### src/core/fid_pkg.sv
// Constants shared by the coprocessor instruction decoder
package fid_pkg;
	// ==========================================================
	// Register map (byte addresses)
	localparam logic [7:0] FID_OFF_COP_INSTR = 8'h00;
	localparam logic [7:0] FID_OFF_EXT_INSTR = 8'h04;
	localparam logic [7:0] FID_OFF_CONFIG = 8'h08;
	localparam logic [7:0] FID_OFF_STATUS = 8'h0C;
	localparam logic [7:0] FID_OFF_EXT_FIELDS = 8'h10;
	localparam logic [7:0] FID_OFF_JUMP_ADDR = 8'h14;
	localparam logic [3:0] FID_CONFIG_RST = 4'h3;
	// ==========================================================
	// Coprocessor instruction fields
	localparam int FID_RA_LSB = 25;
	localparam int FID_RB_LSB = 21;
	localparam int FID_RD_LSB = 16;
	localparam int FID_MD_LSB = 14;
	localparam int FID_FN_LSB = 9;
	localparam int FID_TYPE_BIT = 8;
	localparam int FID_SIZE_BIT = 7;
	localparam logic [1:0] FID_MD_EXT = 2'h3;
	localparam logic [1:0] FID_TS_INT = 2'h0;
	localparam logic [1:0] FID_TS_RSVD = 2'h1;
	localparam logic [1:0] FID_TS_SP = 2'h2;
	localparam logic [1:0] FID_TS_DP = 2'h3;
	// ==========================================================
	// Function codes and sub-opcodes
	localparam logic [4:0] FID_FN_CMP = 5'h02;
	localparam logic [4:0] FID_FN_MPY = 5'h08;
	localparam logic [4:0] FID_FN_DIV = 5'h09;
	localparam logic [4:0] FID_FN_RSVD = 5'h0C;
	localparam logic [4:0] FID_FN_UNARY = 5'h0F;
	localparam logic [4:0] FID_FN_VECTOR = 5'h1F;
	localparam logic [3:0] FID_SUB_ABORT = 4'hB;
	localparam logic [3:0] FID_SUB_CHECK = 4'hD;
	// ==========================================================
	// External instruction fields
	localparam int FID_X_ACT_LSB = 29;
	localparam int FID_X_RA_LSB = 25;
	localparam int FID_X_RB_LSB = 21;
	localparam int FID_X_RD_LSB = 16;
	localparam int FID_X_SEL_LSB = 12;
	localparam int FID_X_INTERNAL_BIT = 16;
	localparam logic [2:0] FID_ACT_CONT = 3'h0;
	localparam logic [2:0] FID_ACT_CONT_WE = 3'h1;
	localparam logic [2:0] FID_ACT_CONT_ALS = 3'h2;
	localparam logic [2:0] FID_ACT_CONT_BOTH = 3'h3;
	localparam logic [2:0] FID_ACT_JUMP = 3'h4;
	localparam logic [2:0] FID_ACT_RETURN = 3'h5;
	localparam logic [3:0] FID_SEL_BUS = 4'hF;
	localparam logic [11:0] FID_IDLE_ADDR = 12'hFFF;
	// ==========================================================
	// Cycle counts
	localparam logic [7:0] FID_DIV_SP_FAST = 8'd8;
	localparam logic [7:0] FID_DIV_DP_FAST = 8'd13;
	localparam logic [7:0] FID_DIV_INT_FAST = 8'd16;
	localparam logic [7:0] FID_DIV_SP_SLOW = 8'd9;
	localparam logic [7:0] FID_DIV_DP_SLOW = 8'd15;
	localparam logic [7:0] FID_DIV_INT_SLOW = 8'd17;
	localparam logic [7:0] FID_ROUTINE_CYC = 8'd16;
	// ==========================================================
	// Sequencer states
	typedef enum logic [2:0] {
		FID_IDLE = 3'b001,
		FID_EXEC = 3'b010,
		FID_EXTRUN = 3'b100
	} fid_state_t;
endpackage : fid_pkg

### src/core/fid_decoder.sv
// Coprocessor instruction decoder with AXI4-Lite register access
// Summary of operation
// - Code 00000 adds both sources into the destination.
// - 00001 subtracts second from first, 00011 first from second, into destination.
// - 00010 subtracts only to update status, destination untouched.
// - 00100 abs of sum, 00101 abs of difference, 01011 difference of absolutes.
// - 00110 loads and 00111 saves multiple registers via the host.
// - 01000 multiply, 01001 divide, 01010 reciprocal; 01100 reserved.
// - 01101 and 01110 copy a run of registers from either source.
// - 01111 and 11111 turn the second-source field into a sub-opcode.
// - 10000 compares against a window, 10001 against a volume with Z flags.
// - Codes 10010 to 11110 start the internal graphics routines.
// - Unary 0000 copy, 0001 ones complement, 0010 absolute, 0011 negate.
// - Unary 0100 to 0110 convert formats, source format from type and size.
// - Unary 0111 scale, 1000 square, 1001 root, 1010 root of absolute.
// - Unary 1011 aborts, 1100 sets up vertex check, 1101 reports completion.
// - Unary 1110 and 1111 move memory both ways at the memory-side address.
// - Vector 0000 to 1000: polynomial, MAC, min/max, matrix row multiply, add.
// - Vector 1001 to 1111: add, subtract, dot, cross, magnitude, normalise, reflect.
// - A user routine ends by jumping to internal 0FFFh or returning; then idle.
// - External words split into action, sources, destination, select, operation.
// - Operands from registers, feedback or local bus; bus only for 32-bit.
// - Three continue actions drive write and address latch strobes.
// - External options: absolute, negate, wrap; chained multiply and add.
// - External latency follows the pipeline stage configuration bits.
// - Addressing mode external jumps to twice the function code.
// - Type and size: 00 integer, 10 single, 11 double, 01 reserved.
//
// The address map and register access over AXI4-Lite were chosen for this implementation.
`timescale 1ns/1ps
`default_nettype none
module fid_decoder (
	input wire logic i_clk,
	input wire logic i_rst,
	input wire logic [7:0] i_awaddr,
	input wire logic i_awvalid,
	output logic o_awready,
	input wire logic [31:0] i_wdata,
	input wire logic [3:0] i_wstrb,
	input wire logic i_wvalid,
	output logic o_wready,
	output logic [1:0] o_bresp,
	output logic o_bvalid,
	input wire logic i_bready,
	input wire logic [7:0] i_araddr,
	input wire logic i_arvalid,
	output logic o_arready,
	output logic [31:0] o_rdata,
	output logic [1:0] o_rresp,
	output logic o_rvalid,
	input wire logic i_rready,
	output logic [5:0] o_op_id,
	output logic o_dest_we,
	output logic o_status_upd,
	output logic o_busy,
	output logic o_write_strobe,
	output logic o_address_latch_strobe
);
	import fid_pkg::*;

	// ==========================================================
	// Bus slave
	logic awready, wready, bvalid, arready, rvalid;
	logic [1:0] bresp, rresp;
	logic [31:0] rdata;
	logic next_awready, next_wready, next_bvalid, next_arready, next_rvalid;
	logic [1:0] next_bresp, next_rresp;
	logic [31:0] next_rdata;
	logic w_fire, full_word, cop_issue, ext_issue, cfg_wr, accept_cop;

	fid_state_t state, next_state;
	logic [7:0] cnt, next_cnt;
	logic [3:0] cfg, next_cfg;
	logic [31:0] cop_word, next_cop_word, ext_word, next_ext_word;
	logic [5:0] op_id, next_op_id;
	logic dest_we, next_dest_we, stat_upd, next_stat_upd;
	logic rsvd, next_rsvd, done_flag, next_done_flag;
	logic bus_err, next_bus_err, we_stb, next_we_stb, als_stb, next_als_stb;
	logic [11:0] jump_addr, next_jump_addr;

	// Write path takes address and data in the same handshake
	assign w_fire = awready & wready;
	assign full_word = (i_wstrb == 4'hF);
	// Only abort may interrupt work in progress; others get an error response unless idle
	assign accept_cop = (state == FID_IDLE)
		| ((i_wdata[FID_FN_LSB +: 5] == FID_FN_UNARY)
		& (i_wdata[FID_RB_LSB +: 4] == FID_SUB_ABORT));
	assign cop_issue = w_fire & full_word & (i_awaddr == FID_OFF_COP_INSTR) & accept_cop;
	assign ext_issue = w_fire & full_word & (i_awaddr == FID_OFF_EXT_INSTR)
		& (state == FID_EXTRUN) & (cnt == 8'h00);
	assign cfg_wr = w_fire & (i_awaddr == FID_OFF_CONFIG) & i_wstrb[0];

	always_comb begin
		next_awready = i_awvalid & i_wvalid & ~awready & ~bvalid;
		next_wready = next_awready;
		next_bvalid = bvalid & ~i_bready;
		next_bresp = bresp;
		if (w_fire) begin
			next_bvalid = 1'b1;
			next_bresp = 2'h0;
			if (i_awaddr == FID_OFF_COP_INSTR && !cop_issue)
				next_bresp = 2'h2;
			else if (i_awaddr == FID_OFF_EXT_INSTR && !ext_issue)
				next_bresp = 2'h2;
			else if (i_awaddr != FID_OFF_COP_INSTR && i_awaddr != FID_OFF_EXT_INSTR
				&& i_awaddr != FID_OFF_CONFIG)
				next_bresp = 2'h2;
		end
		next_arready = i_arvalid & ~arready & ~rvalid;
		next_rvalid = rvalid & ~i_rready;
		next_rdata = rdata;
		next_rresp = rresp;
		if (arready) begin
			next_rvalid = 1'b1;
			next_rresp = 2'h0;
			case (i_araddr)
				FID_OFF_COP_INSTR: next_rdata = cop_word;
				FID_OFF_EXT_INSTR: next_rdata = ext_word;
				FID_OFF_CONFIG: next_rdata = {28'h0000000, cfg};
				FID_OFF_STATUS: next_rdata = {15'h0000, state, bus_err, rsvd, done_flag,
					stat_upd, dest_we, o_busy, 2'h0, op_id};
				FID_OFF_EXT_FIELDS: next_rdata = ext_word;
				FID_OFF_JUMP_ADDR: next_rdata = {20'h00000, jump_addr};
				default: begin
					next_rdata = 32'h00000000;
					next_rresp = 2'h2;
				end
			endcase
		end
	end

	always_ff @(posedge i_clk) begin
		if (i_rst) begin
			awready <= 1'b0;
			wready <= 1'b0;
			bvalid <= 1'b0;
			bresp <= 2'h0;
			arready <= 1'b0;
			rvalid <= 1'b0;
			rdata <= 32'h00000000;
			rresp <= 2'h0;
		end else begin
			awready <= next_awready;
			wready <= next_wready;
			bvalid <= next_bvalid;
			bresp <= next_bresp;
			arready <= next_arready;
			rvalid <= next_rvalid;
			rdata <= next_rdata;
			rresp <= next_rresp;
		end
	end

	// ==========================================================
	// Coprocessor decode
	function automatic logic [5:0] op_index(input logic [4:0] fn, input logic [3:0] sub);
		if (fn == FID_FN_UNARY)
			op_index = {2'h2, sub};
		else if (fn == FID_FN_VECTOR)
			op_index = {2'h3, sub};
		else
			op_index = {1'b0, fn};
	endfunction

	// Fixed pipeline depth: 11 gives one stage, 10 or 01 two, 00 three
	function automatic logic [7:0] stages(input logic [1:0] pipe);
		stages = 8'd1 + {7'h00, ~pipe[0]} + {7'h00, ~pipe[1]};
	endfunction

	logic [4:0] fn;
	logic [3:0] sub;
	logic [1:0] ts;
	logic [5:0] id;
	logic [7:0] lat;
	logic is_ext_jump, routine_end;
	assign fn = i_wdata[FID_FN_LSB +: 5];
	assign sub = i_wdata[FID_RB_LSB +: 4];
	assign ts = {i_wdata[FID_TYPE_BIT], i_wdata[FID_SIZE_BIT]};
	assign id = op_index(fn, sub);
	assign is_ext_jump = (i_wdata[FID_MD_LSB +: 2] == FID_MD_EXT);
	assign routine_end = ext_issue & ((i_wdata[FID_X_ACT_LSB +: 3] == FID_ACT_RETURN)
		| ((i_wdata[FID_X_ACT_LSB +: 3] == FID_ACT_JUMP) & i_wdata[FID_X_INTERNAL_BIT]
		& (i_wdata[11:0] == FID_IDLE_ADDR)));

	always_comb begin
		next_op_id = op_id;
		next_dest_we = dest_we;
		next_stat_upd = stat_upd;
		next_rsvd = rsvd;
		next_cop_word = cop_word;
		next_jump_addr = jump_addr;
		lat = stages(cfg[1:0]);
		if (cop_issue) begin
			next_cop_word = i_wdata;
			next_op_id = id;
			next_rsvd = 1'b0;
			next_dest_we = 1'b0;
			next_stat_upd = 1'b0;
			case (id)
				6'h00, 6'h01, 6'h03, 6'h04, 6'h05, 6'h0B: begin
					next_dest_we = 1'b1;
					next_stat_upd = 1'b1;
				end
				6'h02: next_stat_upd = 1'b1;
				6'h06, 6'h07: next_dest_we = (id == 6'h06);
				6'h08, 6'h09, 6'h0A: begin
					next_dest_we = 1'b1;
					next_stat_upd = 1'b1;
				end
				6'h0D, 6'h0E: next_dest_we = 1'b1;
				6'h10, 6'h11: next_stat_upd = 1'b1;
				6'h20, 6'h21, 6'h22, 6'h23, 6'h24, 6'h25, 6'h26: begin
					next_dest_we = 1'b1;
					next_stat_upd = 1'b1;
				end
				6'h27, 6'h28, 6'h29, 6'h2A: begin
					next_dest_we = 1'b1;
					next_stat_upd = 1'b1;
				end
				6'h2B, 6'h2C, 6'h2D: next_stat_upd = 1'b0;
				6'h2E, 6'h2F: next_dest_we = 1'b0;
				6'h0C: next_rsvd = 1'b1;
				default: begin
					next_dest_we = (id >= 6'h12 && id <= 6'h1E) || id[5:4] == 2'h3;
					next_stat_upd = next_dest_we;
				end
			endcase
			if (ts == FID_TS_RSVD) begin
				next_rsvd = 1'b1;
			end
			if (next_rsvd) begin
				next_dest_we = 1'b0;
				next_stat_upd = 1'b0;
			end
			if (is_ext_jump)
				next_jump_addr = {6'h00, fn, 1'b0};
		end
		// Divide and root run long; double multiply costs one extra stage
		if (id == {1'b0, FID_FN_DIV} || id == 6'h29 || id == 6'h2A) begin
			if (ts == FID_TS_SP)
				lat = cfg[1] ? FID_DIV_SP_FAST : FID_DIV_SP_SLOW;
			else if (ts == FID_TS_DP)
				lat = cfg[1] ? FID_DIV_DP_FAST : FID_DIV_DP_SLOW;
			else
				lat = cfg[1] ? FID_DIV_INT_FAST : FID_DIV_INT_SLOW;
		end else if (id == {1'b0, FID_FN_MPY} && ts == FID_TS_DP)
			lat = stages(cfg[1:0]) + 8'd1;
		else if ((id >= 6'h10 && id <= 6'h1E) || id[5:4] == 2'h3)
			lat = FID_ROUTINE_CYC;
	end

	// ==========================================================
	// Sequencer and external instruction fields
	always_comb begin
		next_state = state;
		next_cnt = (cnt != 8'h00) ? cnt - 8'd1 : cnt;
		next_cfg = cfg_wr ? i_wdata[3:0] : cfg;
		next_ext_word = ext_word;
		next_done_flag = done_flag;
		next_bus_err = bus_err;
		next_we_stb = 1'b0;
		next_als_stb = 1'b0;
		case (state)
			FID_IDLE: begin
				if (cop_issue && is_ext_jump)
					next_state = FID_EXTRUN;
				else if (cop_issue && !next_rsvd) begin
					next_state = FID_EXEC;
					next_cnt = lat;
				end
			end
			FID_EXEC: begin
				if (cnt == 8'h01)
					next_state = FID_IDLE;
			end
			FID_EXTRUN: begin
				if (ext_issue) begin
					next_ext_word = i_wdata;
					next_cnt = stages(cfg[1:0]) - 8'd1;
					// Bus operands only reach a 32-bit datapath
					next_bus_err = (i_wdata[FID_X_SEL_LSB +: 4] == FID_SEL_BUS) & cfg[3];
					if (cfg[2]) begin
						next_we_stb = (i_wdata[FID_X_ACT_LSB +: 3] == FID_ACT_CONT_WE)
							| (i_wdata[FID_X_ACT_LSB +: 3] == FID_ACT_CONT_BOTH);
						next_als_stb = (i_wdata[FID_X_ACT_LSB +: 3] == FID_ACT_CONT_ALS)
							| (i_wdata[FID_X_ACT_LSB +: 3] == FID_ACT_CONT_BOTH);
					end
					if (routine_end)
						next_state = FID_IDLE;
				end
			end
			default: next_state = FID_IDLE;
		endcase
		if (cop_issue && id == {2'h2, FID_SUB_CHECK})
			next_done_flag = (state == FID_IDLE);
		if (cop_issue && id == {2'h2, FID_SUB_ABORT}) begin
			next_state = FID_IDLE;
			next_cnt = 8'h00;
		end
	end

	always_ff @(posedge i_clk) begin
		if (i_rst) begin
			state <= FID_IDLE;
			cnt <= 8'h00;
			cfg <= FID_CONFIG_RST;
			cop_word <= 32'h00000000;
			ext_word <= 32'h00000000;
			op_id <= 6'h00;
			dest_we <= 1'b0;
			stat_upd <= 1'b0;
			rsvd <= 1'b0;
			done_flag <= 1'b0;
			bus_err <= 1'b0;
			we_stb <= 1'b0;
			als_stb <= 1'b0;
			jump_addr <= 12'h000;
			o_busy <= 1'b0;
		end else begin
			state <= next_state;
			cnt <= next_cnt;
			cfg <= next_cfg;
			cop_word <= next_cop_word;
			ext_word <= next_ext_word;
			op_id <= next_op_id;
			dest_we <= next_dest_we;
			stat_upd <= next_stat_upd;
			rsvd <= next_rsvd;
			done_flag <= next_done_flag;
			bus_err <= next_bus_err;
			we_stb <= next_we_stb;
			als_stb <= next_als_stb;
			jump_addr <= next_jump_addr;
			o_busy <= (next_state != FID_IDLE);
		end
	end

	assign o_awready = awready;
	assign o_wready = wready;
	assign o_bvalid = bvalid;
	assign o_bresp = bresp;
	assign o_arready = arready;
	assign o_rvalid = rvalid;
	assign o_rdata = rdata;
	assign o_rresp = rresp;
	assign o_op_id = op_id;
	assign o_dest_we = dest_we;
	assign o_status_upd = stat_upd;
	assign o_write_strobe = we_stb;
	assign o_address_latch_strobe = als_stb;
endmodule : fid_decoder
`default_nettype wire

### config.mk
export PLATFORM = sky130hd
export DESIGN_NAME = fid_decoder
export DESIGN_NICKNAME = d
export VERILOG_FILES = /design/src/core/fid_pkg.sv /design/src/core/fid_decoder.sv
export SDC_FILE = /design/constraint.sdc
export NUM_CORES = 1
export LEC_CHECK = 0
export BUFFER_PORTS_ARGS = -buffer_cell sky130_fd_sc_hd__buf_4
export CORE_MARGIN = 1.5
export CORE_UTILIZATION = 54
export CTS_CLUSTER_SIZE = 40
export DETAILED_ROUTE_END_ITERATION = 16
export PLACE_DENSITY = 0.8
export SETUP_SLACK_MARGIN = 0.3
export SYNTH_ARGS = -nofsm -noshare
export SYNTH_HDL_FRONTEND = slang
export SYNTH_SLANG_ARGS = --single-unit
### constraint.sdc
create_clock -name i_clk -period 2.56 [get_ports i_clk]
set_input_delay 0.128 -clock i_clk [delete_from_list [all_inputs] [get_ports i_clk]]
set_output_delay 0.128 -clock i_clk [all_outputs]
set_load 0.03 [all_outputs]
Word-level counts from Yosys, hierarchy flattened
Cells that the tools add are included. W data, S select, Z words.

Add/subtract/negate cells: 5. $mul: 0. Div/mod/pow operators: 0. Magnitude comparators: 3. Equality and inequality tests: 62. Shift operators: 0. Multiplexer cells: 37. Bitwise operators: 35. Reductions and logical operators: 35.

Operator list (count): $pmux W32 S5 (1); $eq A6 B6 Y1 const B (16); $mux W8 (6); $eq A6 B4 Y1 const B (7); $eq A6 B3 Y1 const B (4); $eq A8 B4 Y1 const B (3); $logic_not A8 Y1 (3); $reduce_or A23 Y1 (1); $reduce_or A22 Y1 (1); $and A1 B1 Y1 (20); $mux W3 (6); $eq A8 B3 Y1 const B (2); $eq A8 B5 Y1 const B (2); $pmux W8 S2 (1); $reduce_bool A8 Y1 (2); $mux W5 (3); $eq A12 B12 Y1 const B (1); $eq A4 B4 Y1 const B (3); $eq A6 B2 Y1 const B (2); $eq A6 B5 Y1 const B (2); $ge A6 B5 Y1 const B (2); $mux W6 (2); $logic_and A1 B1 Y1 (11); $not A1 Y1 (11); 33 further kinds (65).

Register bits after elaboration: 138. Latch bits: 0. RAM bits: 0. ROM bits: 0. Bits of input ports: 59. Output and inout port bits: 52. Logic and storage cells: 199. Memories kept: 0.

Depth between registers and ports, before layout
Depth after elaboration: 15. Depth in mapped cells: 9. Gate-level depth less buffers: 7.

Least setup slack after synthesis
OpenSTA, ideal clock, no wires.

Kind: register to register. Start: reg cnt[0]. End: reg bus_err. Setup time: 0.132 ns. Data arrival time: 2.127 ns. Data required time: 2.428 ns. Setup slack: 0.301 ns. Stages on the path, launching flop included: 10. Buffers on the path: 2. Period minus slack after synthesis: 2.259 ns. Cell sequence: dfxtp_1 > inv_1 > ha_1 > or4b_4 > or3_4 > or3_1 > buf_4 > buf_6 > nand2_1 > a21oi_1.

Cells in the longest elaborated chain, start to end: 3.

Ends and longest elaborated chain: from (decl) (RTL line fid_decoder.sv:72) `logic [7:0] cnt, next_cnt;`; from (signal assigned) (RTL line fid_decoder.sv:321) `cnt <= next_cnt;`; $logic_not A8 Y1 (RTL line fid_decoder.sv:90) `& (state == FID_EXTRUN) & (cnt == 8'h00);`; $and A1 B1 Y1 (RTL line fid_decoder.sv:90); $reduce_and A2 Y1 (no line); to (signal assigned) (RTL line fid_decoder.sv:330) `bus_err <= next_bus_err;`; to (decl) (RTL line fid_decoder.sv:78) `logic bus_err, next_bus_err, we_stb, next_we_stb, als_stb, next_als_stb;`.

No other way between the ends. A chain may end at the register's enable or synchronous reset.

Worst setup path after layout
Start: reg cnt[0]. End: reg ext_word[21].

Cells in the longest elaborated chain, start to end: 3.

Ends and longest elaborated chain: $logic_not A8 Y1 (RTL line fid_decoder.sv:90); $and A1 B1 Y1 (RTL line fid_decoder.sv:90); $reduce_and A2 Y1 (no line); to (signal assigned) (RTL line fid_decoder.sv:324) `ext_word <= next_ext_word;`; to (decl) (RTL line fid_decoder.sv:74) `logic [31:0] cop_word, next_cop_word, ext_word, next_ext_word;`.

No other way between the ends.

==> impl.org <==
** STA
- Measured against its own limit, the worst slew margin works out to 47.1%.
- Unrepaired setup endpoints after global routing :: true
- The number of pins with negative max-slew slack in the final report is 0.
- Final setup violation count :: 0
- Portion of the clock cycle consumed by the worst path in the final layout :: 94.0%
- In the post-route analysis, the smallest setup slack over all paths is 0.154 ns.
- Static timing analysis puts the maximum clock frequency at 0.416 GHz.
- The number of hold-slack violations in the final timing report is 0.
- Max Clock Skew :: 0.0109 ns
- The worst path needs 2.41 ns of the cycle, external delays included.
- For the pin with the worst max-slew slack, the measured transition is 0.786 ns.
- After routing, the total negative slack on setup checks comes to 0 ns.

** Cells and area
- After the flow finishes, the layout carries non-filler instances totaling 1060.
- The repair_antennas step left the layout with diodes totalling 0.
- Share of post-route cells with drive strength above 1 :: 29.2%
- After the last flow step, the layout net total stands at 972.
- Signed area change from the synthesized netlist to the final layout :: 40.4%
- The library cells used most frequently in the layout, excluding fill and tap cells, are sky130_fd_sc_hd__nand2_1 (156), sky130_fd_sc_hd__dfxtp_1 (134), sky130_fd_sc_hd__buf_4 (130).
- The library cell used most frequently in the layout, excluding fill and tap cells, is sky130_fd_sc_hd__nand2_1.
- Final non-filler cell area :: 8720 µm²
- Cells fill 79.0% of the core in the end.

** Setup path
- Slowest stage cell, crit path :: sky130_fd_sc_hd__or4b_4
- By instance count, the cell type seen most on the critical path is sky130_fd_sc_hd__buf_6.
- Data arrival time of the critical path :: 2.76 ns
- The worst setup path is of the reg2reg kind.
- Critical path, cell by cell :: inv_2 -> ha_4 -> or4b_4 -> or3_4 -> buf_6 -> nor3_4 -> buf_6 -> buf_6 -> buf_8 -> nand2_1 -> a21oi_1
- Startpoint kind of the worst setup timing path :: flop
- On the worst path, the slowest cell contributes a delay of 0.46 ns.
- Required time of the critical path :: 2.91 ns
- Critical path fanouts, max :: 5
- Critical path endpoint category :: flop
- Setup slack on the worst reg-to-reg path comes out at 0.15 ns.

** Synthesis
- Syn avg cell area :: 8.07 µm²
- The share of the Yosys chip area taken by registers is 43.8%.
- The synthesized design contains 0 enable-type register cells.
- Primary FF master, synth :: sky130_fd_sc_hd__dfxtp_1
- Syn Std Cell Area :: 6210 µm²
- After synthesis, the netlist uses 69 different library cells.
- Counting flops and latches in the post-synthesis netlist gives 136.
- Number of standard cells after synthesis :: 770
- Fraction of registers with async set/reset :: 0%
- Synthesis Warnings :: 0

** Global route
- Initial antenna violation count :: 0
- Entering global routing, the biggest net connects 53 pins.
- The number of global-route vias before repair came to 6380.
- Across every metal layer, demand over resource in global routing totals 33.4%.
- The total overflow left after global routing is 0.
- Wire length of the first global-routing pass :: 30900 µm

** Drt
- Routed Antenna Nets :: 0
- Routed vias :: 6916
- Summed over all layers, the routed wires come to 22300 µm.
- For this run, the detailed router's first-pass iteration total came to 5.
- The first routing iteration left 1110 violations.
- In the final routed layout, each cell accounts on average for 21.0 µm.
- After detailed routing, the number of vias per cell comes to 6.52.
- In the routed design, unresolved DRC markers number 0.

** Place
- Total placed instance area :: 7080 µm²
- Number of placed cells counting well taps :: 977
- HPWL reported at the end of detailed placement :: 12200 µm
- Before CTS, the worst setup slack after placement is 0.0436 ns.
- Number of buffer cells added on primary ports :: 108
- The congestion estimate from routability-driven global placement came to 0.890.

** Min path
- Worst hold path type :: in2reg

** Floorplanning
- Measured along the x axis, the die boundary spans 110 µm.
- The floorplan has 38 rows.
- Number of ports placed on the die boundary :: 111
- Floorplan Core Area :: 11000 µm²
- Once the floorplan was initialized, standard cells occupied 56.3% of the core.
- DIE AREA :: 12200 µm²
- In this run the vertical extent of the chip is 110 µm.

** Clock network
- Sinks on Clock Net :: 136
- The later pin in the worst-skew pair is clocked with a latency of 0.43 ns.
- Clk Tree Root Cell :: sky130_fd_sc_hd__clkbuf_16
- TritonCTS created 17 clock buffers.
- Maximum level of the CTS H-tree :: 4
- Counting along the longest clock path gives a buffer depth of 2.
- TritonCTS built the clock tree.
- Clock-pin slew was measured on the worst setup and hold paths at 0.06 ns.

** Run status
- Result of the run :: finished, final reports clean

** Pwr
- Static Leakage :: 0.00329 µW
- Power density over cell area :: 677 nW/µm²
- IR analysis of the VDD net gives a maximum drop of 419 µV.

** Run
- The tool flagged a number of max-cap violations equal to 0.
-- flip-flops by register name (all words and copies together), names as in the netlist --
name,count
bus_err,1
cfg,4
cnt,8
cop_word,32
done_flag,1
ext_word,32
jump_addr,5
o_address_latch_strobe,1
o_arready,1
o_bresp,1
o_busy,1
o_bvalid,1
o_dest_we,1
o_op_id,6
o_rdata,32
o_rresp,1
o_rvalid,1
o_status_upd,1
o_wready,1
o_write_strobe,1
rsvd,1
state,3
-- layer usage --
| layer | GRT usage (%) | vias to the layer above | routed length (µm) |
|---|---|---|---|
| met3 | 8.88 | 146 | 2320 |
| met1 | 40.2 | 3237 | 8060 |
| met2 | 54.7 | 523 | 10600 |
| met4 | 17.2 | 0 | 1360 |
| li1 | - | 3010 | - |
| met5 | 0 | - | 0 |
-- critical path: cells and delay by family (launching register included) --
family	cells	cell delay, ns
flops	1	0.33
compound gates	1	0.17
fa+ha+maj	1	0.14
simple gates	4	1.09
buf+inv	5	0.61
-- Yosys cell counts, types with 4 or more instances --
| library cell | number | share of area [%] |
|---|---|---|
| sky130_fd_sc_hd__nor2b_1 | 4 | 0.40 |
| sky130_fd_sc_hd__buf_4 | 5 | 0.60 |
| sky130_fd_sc_hd__nor2_1 | 40 | 2.4 |
| sky130_fd_sc_hd__a21oi_1 | 91 | 7.3 |
| sky130_fd_sc_hd__nand3_1 | 12 | 0.97 |
| sky130_fd_sc_hd__mux2i_1 | 18 | 2.9 |
| sky130_fd_sc_hd__a211oi_1 | 5 | 0.60 |
| sky130_fd_sc_hd__o22ai_1 | 6 | 0.60 |
| sky130_fd_sc_hd__nand2_1 | 184 | 11 |
| sky130_fd_sc_hd__nor4b_1 | 4 | 0.56 |
| sky130_fd_sc_hd__or3_1 | 5 | 0.50 |
| sky130_fd_sc_hd__xnor2_1 | 4 | 0.56 |
| sky130_fd_sc_hd__clkbuf_1 | 42 | 2.5 |
| sky130_fd_sc_hd__nand4_1 | 9 | 0.91 |
| sky130_fd_sc_hd__nor4_1 | 7 | 0.70 |
| sky130_fd_sc_hd__buf_6 | 6 | 1.1 |
| sky130_fd_sc_hd__a221oi_1 | 5 | 0.70 |
| sky130_fd_sc_hd__ha_1 | 6 | 1.2 |
| sky130_fd_sc_hd__and2_1 | 5 | 0.50 |
| sky130_fd_sc_hd__nor3_1 | 12 | 0.97 |
| sky130_fd_sc_hd__inv_1 | 12 | 0.73 |
| sky130_fd_sc_hd__a222oi_1 | 10 | 1.6 |
| sky130_fd_sc_hd__nand2b_1 | 5 | 0.50 |
| sky130_fd_sc_hd__and3_1 | 4 | 0.40 |
| sky130_fd_sc_hd__a31oi_1 | 7 | 0.70 |
| sky130_fd_sc_hd__buf_2 | 6 | 0.48 |
| sky130_fd_sc_hd__o21ai_0 | 37 | 3.0 |
| sky130_fd_sc_hd__nand4b_1 | 7 | 0.99 |
| sky130_fd_sc_hd__dfxtp_1 | 136 | 44 |
| sky130_fd_sc_hd__a22oi_1 | 22 | 2.7 |
-- area by class of cell --
type,count,area (µm²)
inverter,12,45.0
clock inverter,15,195
clock buffer,17,425
timing repair buffer,178,1640
multi-input combinational,562,3520
sequential,136,2730
tap,140,175
fill,716,2310
-- report_power, final --
group          switching [µW]  internal (µW)  total [µW]  leakage [µW]
Sequential               61.1           2180        2240       0.00110
Combinational             569            516        1090       0.00189
Clock                    1020           1550        2580      0.000299
Total                    1650           4250        5900       0.00329
-- kinds of logic (layout without fill, tap and decap cells) --
family / after synthesis / count (layout) / synth area share [%]
AO/OA/AOI/OAI: 207 / 207 / 20.5
multiplexers: 19 / 19 / 3.08
other: 1 / 2 / 0.0604
XOR/XNOR: 5 / 5 / 0.705
AND/OR/NAND/NOR: 323 / 323 / 25.1
adder cells (fa/ha/maj): 6 / 6 / 1.21
flip-flops: 136 / 136 / 43.8
buffers and inverters: 73 / 222 / 5.56
-- path summary, 6_finish.rpt --
kind,end,startpoint,cells past startpoint
max reg2reg,ext_word[21],cnt[0],11
min,o_bvalid,i_bready,4
min reg2reg,cop_word[0],cop_word[0],2
max,ext_word[21],cnt[0],11
-- stage by stage --
step	hold slack, ns	total power (µW)
after global placement	0.368	3070
after detailed placement	0.372	3110
after CTS	0.000473	5740
final	0.0186	5900
after global routing	0.0218	6080
after floorplan	0.247	2840
-- repair_timing --
item,in CTS,in global routing
hold buffers,24,1
endpoints found under the hold margin,42,1
setup buffers,12,4
cloned,5,5
setup endpoints to repair,39,48
resized for setup,20,96
pin swaps,5,39
Note: power is estimated with default switching activity, not from simulation.
